`config.mk`:
```
export PLATFORM = sky130hd
export DESIGN_NAME = dac_code_regs
export DESIGN_NICKNAME = d
export VERILOG_FILES = /design/src/hw/dac_regs_pkg.sv /design/src/hw/pair_trim_if.sv /design/src/hw/pair_trim_calc.sv /design/src/hw/dac_code_regs.sv
export VERILOG_INCLUDE_DIRS = /design/src /design/src/hw
export SDC_FILE = /design/constraint.sdc
export NUM_CORES = 2
export LEC_CHECK = 0
export BUFFER_PORTS_ARGS = -buffer_cell sky130_fd_sc_hd__buf_2
export CORE_ASPECT_RATIO = 0.9
export CORE_UTILIZATION = 50
export DETAILED_ROUTE_END_ITERATION = 7
export GPL_TIMING_DRIVEN = 0
export PLACE_DENSITY = 0.68
export SETUP_SLACK_MARGIN = 0.02
export SYNTH_ARGS = -nofsm -noshare
export SYNTH_HDL_FRONTEND = slang
export SYNTH_SLANG_ARGS = --single-unit
```
`constraint.sdc`:
```
create_clock -name clk -period 2.6 [get_ports clk]
set_input_delay 0.78 -clock clk [delete_from_list [all_inputs] [get_ports clk]]
set_output_delay 0.78 -clock clk [all_outputs]
set_load 0.005 [all_outputs]
```
`src/hw/dac_regs_cfg.svh`:
```
// Offsets, field positions, reset values and widths of the channel code and pair trim registers.
// Assumes it is included once per compilation unit by its bare name.
`ifndef DAC_REGS_CFG_SVH
`define DAC_REGS_CFG_SVH

`define ADDR_W 6
`define TRIG_ADDR 6'h0e
`define SYNC_LOAD_BIT 4
`define CODE_PAGE 2'h1
`define TRIM_BASE 6'h20
`define TRIM_LAST 6'h23
`define UPPER_TRIM_MSB 15
`define UPPER_TRIM_LSB 8
`define LOWER_TRIM_MSB 7
`define LOWER_TRIM_LSB 0
`define CODE_RESET 16'h0000
`define TRIM_REG_RESET 16'h0000
`define TRIM_RESET 8'h00
`define FULL_RES 16
`define NUM_CHAN 16
`define NUM_PAIR 8
`define NUM_TRIM_REG 4

`endif

```
`src/hw/dac_regs_pkg.sv`:
```
// Types shared by the channel code register bank and its pair trim unit.
// Assumes dac_regs_cfg.svh is available on the include path.
package dac_regs_pkg;
   typedef logic [15:0] code_t;
   typedef logic [7:0] trim_t;
   typedef logic [5:0] addr_t;
   // Per-channel toggle source: off, or one of three toggle pins
   typedef enum logic [1:0] {
      TOG_OFF = 2'b00,
      TOG_PIN0 = 2'b01,
      TOG_PIN1 = 2'b10,
      TOG_PIN2 = 2'b11
   } tog_sel_t;
endpackage

```
`src/hw/pair_trim_if.sv`:
```
// Carrier between the register bank and the pair trim unit.
// Assumes a single clock domain; the unit is purely combinational.
`timescale 1ns/1ps
`default_nettype none
interface pair_trim_if;
   logic clk; // Only the trim unit's checks use it
   logic [7:0] raw [8];
   logic [7:0] diffEn;
   logic [7:0] trim [8];
   modport calc (input clk, input raw, input diffEn, output trim);
   modport user (output clk, output raw, output diffEn, input trim);
endinterface
`default_nettype wire

```
`src/hw/pair_trim_calc.sv`:
```
// Pair trim unit: turns each raw 8-bit pair offset into the trim actually used.
// Assumes the register bank latches the result; no state is held here.
`timescale 1ns/1ps
`default_nettype none
`include "dac_regs_cfg.svh"
module pair_trim_calc #(
   parameter int RESOLUTION = 16
)(
   pair_trim_if.calc tp
);
   import dac_regs_pkg::*;

   // Low bits below the converter's resolution are don't-care
   localparam trim_t TRIM_MASK = trim_t'(8'hff << (`FULL_RES - RESOLUTION));

   function automatic trim_t trimFor(input trim_t raw, input logic diffOn);
      trimFor = diffOn ? (raw & TRIM_MASK) : `TRIM_RESET;
   endfunction

   // Two's-complement trim, upper 8, 6 or 4 bits kept
   for (genvar p = 0; p < `NUM_PAIR; p++) begin : g_pair
      assign tp.trim[p] = trimFor(tp.raw[p], tp.diffEn[p]);
   end

   property p_trimLowBits;
      @(posedge tp.clk) (tp.trim[0] & ~TRIM_MASK) == 8'h00;
   endproperty
   a_trimLowBits: assert property (p_trimLowBits) else $error("trim low bits not ignored");

   property p_trimOff;
      @(posedge tp.clk) !tp.diffEn[7] |-> tp.trim[7] == 8'h00;
   endproperty
   a_trimOff: assert property (p_trimOff) else $error("trim active outside differential mode");
endmodule
`default_nettype wire

```
`src/hw/dac_code_regs.sv`:
```
// Channel code and pair trim register bank of a sixteen-channel converter.
// Assumes the serial frame decoder delivers one-cycle register writes and reads on clk.
`timescale 1ns/1ps
`default_nettype none
`include "dac_regs_cfg.svh"
module dac_code_regs #(
   parameter int RESOLUTION = 16
)(
   input wire logic clk,
   input wire logic rst_n,
   input wire logic wrEn,
   input wire dac_regs_pkg::addr_t wrAddr,
   input wire dac_regs_pkg::code_t wrData,
   input wire logic rdEn,
   input wire dac_regs_pkg::addr_t rdAddr,
   output dac_regs_pkg::code_t rdData,
   output logic rdValid,
   input wire logic [15:0] syncUpdateSetup,
   input wire logic [31:0] toggleSetup,
   input wire logic [7:0] diffPairs,
   input wire logic [2:0] togglePin,
   output logic [255:0] chanCode,
   output logic [63:0] pairTrim
);
   import dac_regs_pkg::*;

   localparam code_t CODE_MASK = code_t'(16'hffff << (`FULL_RES - RESOLUTION));

   code_t pendA_reg [16], pendA_next [16];
   code_t pendB_reg [16], pendB_next [16];
   code_t actA_reg [16], actA_next [16];
   code_t actB_reg [16], actB_next [16];
   code_t trimReg_reg [4], trimReg_next [4];
   trim_t actTrim_reg [8], actTrim_next [8];
   logic [255:0] chanCode_next;
   logic [63:0] pairTrim_next;
   code_t rdData_next;
   logic [2:0] pinMeta_reg, pinSync_reg;
   logic codeWr, loadPulse;

   pair_trim_if tp ();

   // Clock handed to the trim unit for its checks only
   assign tp.clk = clk;

   pair_trim_calc #(.RESOLUTION(RESOLUTION)) u_trim (.tp(tp));

   function automatic logic isCodeWr(input addr_t a);
      isCodeWr = (a[5:4] == `CODE_PAGE);
   endfunction

   function automatic logic isTrimAddr(input addr_t a);
      isTrimAddr = (a >= `TRIM_BASE) && (a <= `TRIM_LAST);
   endfunction

   function automatic logic toggleHigh(input logic [1:0] sel, input logic [2:0] pins);
      toggleHigh = (tog_sel_t'(sel) != TOG_OFF) && pins[sel - 2'd1];
   endfunction

   // Register decode of the host write
   assign codeWr = wrEn && isCodeWr(wrAddr);
   assign loadPulse = wrEn && (wrAddr == `TRIG_ADDR) && wrData[`SYNC_LOAD_BIT];

   // Map trim fields to pairs; pair 7 is the upper field of the first register
   always_comb begin
      for (int p = 0; p < `NUM_PAIR; p++) begin
         if (p % 2 == 1) begin
            tp.raw[p] = trimReg_reg[3 - p / 2][`UPPER_TRIM_MSB:`UPPER_TRIM_LSB];
         end else begin
            tp.raw[p] = trimReg_reg[3 - p / 2][`LOWER_TRIM_MSB:`LOWER_TRIM_LSB];
         end
      end
      tp.diffEn = diffPairs;
   end

   // Next values of the code, trim and output registers
   always_comb begin
      pendA_next = pendA_reg;
      pendB_next = pendB_reg;
      actA_next = actA_reg;
      actB_next = actB_reg;
      trimReg_next = trimReg_reg;
      actTrim_next = actTrim_reg;
      chanCode_next = chanCode;
      pairTrim_next = pairTrim;
      rdData_next = 16'h0000;
      for (int k = 0; k < `NUM_TRIM_REG; k++) begin
         if (wrEn && wrAddr == `TRIM_BASE + addr_t'(k)) begin
            trimReg_next[k] = wrData;
         end
      end
      for (int n = 0; n < `NUM_CHAN; n++) begin
         // Writes to the second channel of a differential pair are dropped
         if (codeWr && wrAddr[3:0] == 4'(n) && !((n % 2 == 1) && diffPairs[n / 2])) begin
            if (toggleSetup[2 * n +: 2] != 2'b00) begin
               pendB_next[n] = wrData & CODE_MASK;
               if (!syncUpdateSetup[n]) begin
                  actB_next[n] = wrData & CODE_MASK;
               end
            end else begin
               pendA_next[n] = wrData & CODE_MASK;
               if (!syncUpdateSetup[n]) begin
                  actA_next[n] = wrData & CODE_MASK;
               end
            end
            // A trim change lands only with an immediate code write to the pair's first channel or a load
            if (n % 2 == 0 && !syncUpdateSetup[n]) begin
               actTrim_next[n / 2] = tp.trim[n / 2];
            end
         end
         // Software load moves every synchronous channel at once
         if (loadPulse && syncUpdateSetup[n]) begin
            actA_next[n] = pendA_reg[n];
            actB_next[n] = pendB_reg[n];
            if (n % 2 == 0) begin
               actTrim_next[n / 2] = tp.trim[n / 2];
            end
         end
      end
      // Output codes; the second channel of a differential pair follows the first
      for (int n = 0; n < `NUM_CHAN; n++) begin
         if ((n % 2 == 1) && diffPairs[n / 2]) begin
            chanCode_next[16 * n +: 16] = chanCode_next[16 * (n - 1) +: 16];
         end else if (toggleHigh(toggleSetup[2 * n +: 2], pinSync_reg)) begin
            chanCode_next[16 * n +: 16] = actB_reg[n];
         end else begin
            chanCode_next[16 * n +: 16] = actA_reg[n];
         end
      end
      for (int p = 0; p < `NUM_PAIR; p++) begin
         pairTrim_next[8 * p +: 8] = diffPairs[p] ? actTrim_reg[p] : `TRIM_RESET;
      end
      // Only the trim registers read back; code registers are write-only
      if (isTrimAddr(rdAddr)) begin
         rdData_next = trimReg_reg[rdAddr[1:0]];
      end
   end

   // Register stage; toggle pins pass two flops before use
   always_ff @(posedge clk or negedge rst_n) begin
      if (!rst_n) begin
         for (int n = 0; n < `NUM_CHAN; n++) begin
            pendA_reg[n] <= `CODE_RESET;
            pendB_reg[n] <= `CODE_RESET;
            actA_reg[n] <= `CODE_RESET;
            actB_reg[n] <= `CODE_RESET;
         end
         for (int k = 0; k < `NUM_TRIM_REG; k++) begin
            trimReg_reg[k] <= `TRIM_REG_RESET;
         end
         for (int p = 0; p < `NUM_PAIR; p++) begin
            actTrim_reg[p] <= `TRIM_RESET;
         end
         chanCode <= 256'h0;
         pairTrim <= 64'h0;
         rdData <= 16'h0000;
         rdValid <= 1'b0;
         pinMeta_reg <= 3'h0;
         pinSync_reg <= 3'h0;
      end else begin
         pendA_reg <= pendA_next;
         pendB_reg <= pendB_next;
         actA_reg <= actA_next;
         actB_reg <= actB_next;
         trimReg_reg <= trimReg_next;
         actTrim_reg <= actTrim_next;
         chanCode <= chanCode_next;
         pairTrim <= pairTrim_next;
         rdData <= rdData_next;
         rdValid <= rdEn;
         pinMeta_reg <= togglePin;
         pinSync_reg <= pinMeta_reg;
      end
   end

   property p_lowBitsZero;
      @(posedge clk) disable iff (!rst_n) (chanCode[15:0] & ~CODE_MASK) == 16'h0000;
   endproperty
   a_lowBitsZero: assert property (p_lowBitsZero) else $error("code low bits not ignored");

   property p_directWrite;
      @(posedge clk) disable iff (!rst_n)
         (codeWr && wrAddr[3:0] == 4'h0 && !syncUpdateSetup[0] && toggleSetup[1:0] == 2'b00)
         |=> ##1 chanCode[15:0] == ($past(wrData, 2) & CODE_MASK);
   endproperty
   a_directWrite: assert property (p_directWrite) else $error("immediate write lost");

   property p_oddDropped;
      @(posedge clk) disable iff (!rst_n)
         (codeWr && wrAddr[3:0] == 4'h1 && diffPairs[0]) |=> $stable(pendA_reg[1]) && $stable(pendB_reg[1]);
   endproperty
   a_oddDropped: assert property (p_oddDropped) else $error("second pair channel took a write");

   property p_syncHold;
      @(posedge clk) disable iff (!rst_n)
         (codeWr && wrAddr[3:0] == 4'h2 && syncUpdateSetup[2] && !loadPulse) |=> $stable(actA_reg[2]);
   endproperty
   a_syncHold: assert property (p_syncHold) else $error("synchronous channel updated early");

   property p_load;
      @(posedge clk) disable iff (!rst_n)
         (loadPulse && syncUpdateSetup[2]) |=> actA_reg[2] == $past(pendA_reg[2]);
   endproperty
   a_load: assert property (p_load) else $error("load did not transfer pending code");

   property p_toggle;
      @(posedge clk) disable iff (!rst_n)
         (toggleSetup[9:8] == 2'b01 && !diffPairs[2]) |=>
         chanCode[79:64] == ($past(pinSync_reg[0]) ? $past(actB_reg[4]) : $past(actA_reg[4]));
   endproperty
   a_toggle: assert property (p_toggle) else $error("toggle output not following pin");

   property p_trimMap;
      @(posedge clk) disable iff (!rst_n)
         (wrEn && wrAddr == `TRIM_BASE) |=> tp.raw[7] == $past(wrData[15:8]) && tp.raw[6] == $past(wrData[7:0]);
   endproperty
   a_trimMap: assert property (p_trimMap) else $error("trim field mapped to wrong pair");

   property p_trimNeedsRewrite;
      @(posedge clk) disable iff (!rst_n)
         (wrEn && wrAddr == `TRIM_BASE && !codeWr && !loadPulse) |=> $stable(actTrim_reg[7]);
   endproperty
   a_trimNeedsRewrite: assert property (p_trimNeedsRewrite) else $error("trim applied without rewrite");

   property p_trimFull;
      @(posedge clk) disable iff (!rst_n) (RESOLUTION == 16) |-> tp.trim[0] == (diffPairs[0] ? tp.raw[0] : 8'h00);
   endproperty
   a_trimFull: assert property (p_trimFull) else $error("full-resolution trim altered");
endmodule
`default_nettype wire

```
==> results_dict.tcl <==
set metrics [dict create \
    critPathArrivalTime_ns 3.52 \
    crit_type "primary input to flop" \
    ys_seq_area_frac 0.6085 \
    routed_wl_um 236400 \
    clk_pin_slew_ns 0.06 \
    grt_max_degree 177 \
    cts_buffers 152 \
    cts_tree "yes" \
    p_leak_nw 35.40 \
    setup-tns-final_ns -3.940 \
    netlist_area_sq_mm 0.06148 \
    syn_to_final_growth_pct 17.19 \
    worst_slew_pin_slew_ns 1.640 \
    rows 121 \
    yosys_most_used_dff "dfrtp_1" \
    rsz0062_at_grt "true" \
    finalHoldViolCount 6 \
    ys_seq_elements 1495 \
    cp-end-kind "flop" \
    synth_edf_count 0 \
    dr_total_vias 47270 \
    initial_core_util 0.5063 \
    cts_sinks 1495 \
    outcome "finished with violations" \
    grt_pass1_vias 45520 \
    rr_worst_depth 6 \
    grt.total_usage 0.3767 \
    synth_area_per_cell_sq_um 11.92 \
    vias_per_cell 6.296 \
    wl_per_cell_um 31.50 \
    cp_max_fo 10 \
    fin_util 0.5934 \
    violations "hold timing, capacitance limit, slew limit, setup timing" \
    ff2ff_setup_slack_ns -0.08 \
    grt_pass1_wl_um 327600 \
    dr.pass1.iters 7 \
    fmax_mhz 355.7 \
    slew_viol_final 153 \
    worst_slack_ns -0.2116 \
    coreArea_sq_mm 0.1214 \
    relSlewSlack -0.09306 \
    setup_viol 88 \
    min_period_ns 2.812 \
    post-dp-hpwl_um 157500 \
    vdd_ir_drop_max_uv 564.5 \
    antenna_found_initial 63 \
    synth_nets 5265 \
    async_flop_share 1.000 \
    die_x_um 371.6 \
    critical-path-max-stage-delay_ns 1.22 \
    io_buffers 404 \
    critPathRequiredTime_ns 3.31 \
    power_density_mw_per_mm2 790.5 \
    clockBufferDepth 3 \
    grt.met3_usage 0.1728 \
    total_power_mw 56.95 \
    grt_overflow 0 \
    yosys_warnings 0 \
    clkLatencyLatePin_ns 0.80 \
    die_h_um 334.7 \
    drcViolationCount 0 \
    gp_congestion 0.9931 \
    mostFrequentLayoutCells "dfrtp_1, mux2_2, a21oi_1, inv_1, buf_2" \
    holdWs_ns -0.01006 \
    final_common_cell "dfrtp_1" \
    drive_above_1_share 0.2682 \
    die_area_sq_mm 0.1244 \
    syn_inst 5158 \
    timing.rr.end "chanCode[189]" \
    reg2reg_from "pinSync_reg[2]" \
    grt_busiest_layer "met2" \
    drtIter0Drc 6041 \
    pre_cts_ws_ns -1.530 \
    period_share 1.081 \
    cap_violations 15 \
    htreeDepth 4 \
    drt.antenna.violating_nets 0 \
    met1_usage 0.4847 \
    clock-root-buffer "clkbuf_16" \
    crit_slowest_cell "clkdlybuf4s15_1" \
    nets 5856 \
    hold_path_class "primary input to async pin" \
    grt.met2_usage 0.5250 \
    fin_skew_ns 0.02492 \
    crit_chain "buf_2 > clkbuf_1 > clkdlybuf4s15_1 > o22ai_1 > a21oi_1" \
    yosysUniqueCellTypes 70 \
    cp-start-kind "primary input" \
    num_io_pins 428 \
]
-- cell families after synthesis --
kind of cell | after synthesis | share of synthesized area
AO/OA/AOI/OAI | 1214 | 0.1246
adder cells (fa/ha/maj) | 16 | 0.003256
buffers and inverters | 893 | 0.05686
flip-flops | 1495 | 0.6085
multiplexers | 788 | 0.1442
AND/OR/NAND/NOR | 752 | 0.06252
-- per-stage QoR --
stage / instances / cell area, sq um / hold WS, ns
after global routing: 7479 / 71980 / 0.03197
after global placement: 7161 / 65620 / 0.3342
final: 7507 / 72050 / -0.01006
after floorplan: 5158 / 61600 / 0.3312
after detailed placement: 7173 / 65990 / 0.3389
after CTS: 7457 / 71590 / 0.04881
-- metal layers --
| layer | part of all wire | vias to the layer above |
|---|---|---|
| met5 | 0.0017 | - |
| met4 | 0.061 | 54 |
| met3 | 0.14 | 776 |
| met2 | 0.42 | 2981 |
| met1 | 0.37 | 24140 |
| li1 | - | 19320 |
-- worst max path at each step --
stage                    startpoint       endpoint  slack [ns]  depth (start not counted)
floorplan           toggleSetup[12]  actB_reg[149]       -0.03                          9
global placement              rst_n   chanCode[72]      -31.87                          1
detailed placement            rst_n  actA_reg[182]       -1.53                          5
CTS                  pinSync_reg[1]  chanCode[189]      -0.004                          6
global route             wrData[15]  actA_reg[207]       -0.04                          5
finish                   wrData[15]  actA_reg[111]       -0.21                          5
-- cell usage after synthesis (27+ instances only) --
| cell | number | area, sq um |
|---|---|---|
| a21oi_1 | 474 | 2372 |
| a2bb2oi_1 | 128 | 1121 |
| buf_2 | 75 | 375.4 |
| clkbuf_1 | 336 | 1261 |
| dfrtp_1 | 1495 | 37410 |
| inv_1 | 463 | 1738 |
| mux2_2 | 599 | 6745 |
| mux2i_1 | 150 | 1501 |
| nand2_1 | 201 | 754.5 |
| nand2b_1 | 38 | 237.7 |
| nand3_1 | 29 | 145.1 |
| nor2_1 | 198 | 743.2 |
| nor3_1 | 119 | 595.6 |
| o21a_1 | 32 | 240.2 |
| o22ai_1 | 440 | 2753 |
| o32ai_1 | 27 | 236.5 |
-- critical path, delay by kind of cell --
family                 cells  cell delay [ns]
buffers and inverters      3             2.32
AOI/OAI and AO/OA          2             0.39
-- where the power goes --
group | total [mW] | switching (mW) | internal (mW) | leakage (nW)
clock | 22.9 | 9.60 | 13.3 | 2.57
combinational | 7.20 | 4.53 | 2.67 | 15.0
sequential | 26.9 | 1.17 | 25.7 | 17.9
-- cell type report --
type | count | area [sq um]
timing repair buffer | 443 | 2645
clock inverter | 50 | 578.1
clock buffer | 228 | 4611
fill | 10020 | 49370
tap | 1599 | 2001
buffer | 424 | 1991
multi-input combinational | 2770 | 20980
sequential | 1495 | 37420
inverter | 463 | 1738
antenna | 35 | 87.58
-- timing repair --
action / 4_1_cts / 5_1_grt
setup buffers: 5 / 18
resized for setup: 64 / 73
hold buffers: 0 / 0
hold endpoints to repair: 0 / 0
setup endpoints to repair: 871 / 479
gates cloned: 3 / 1
pin swaps: 3 / 7
(Power assumes the default switching activity.)
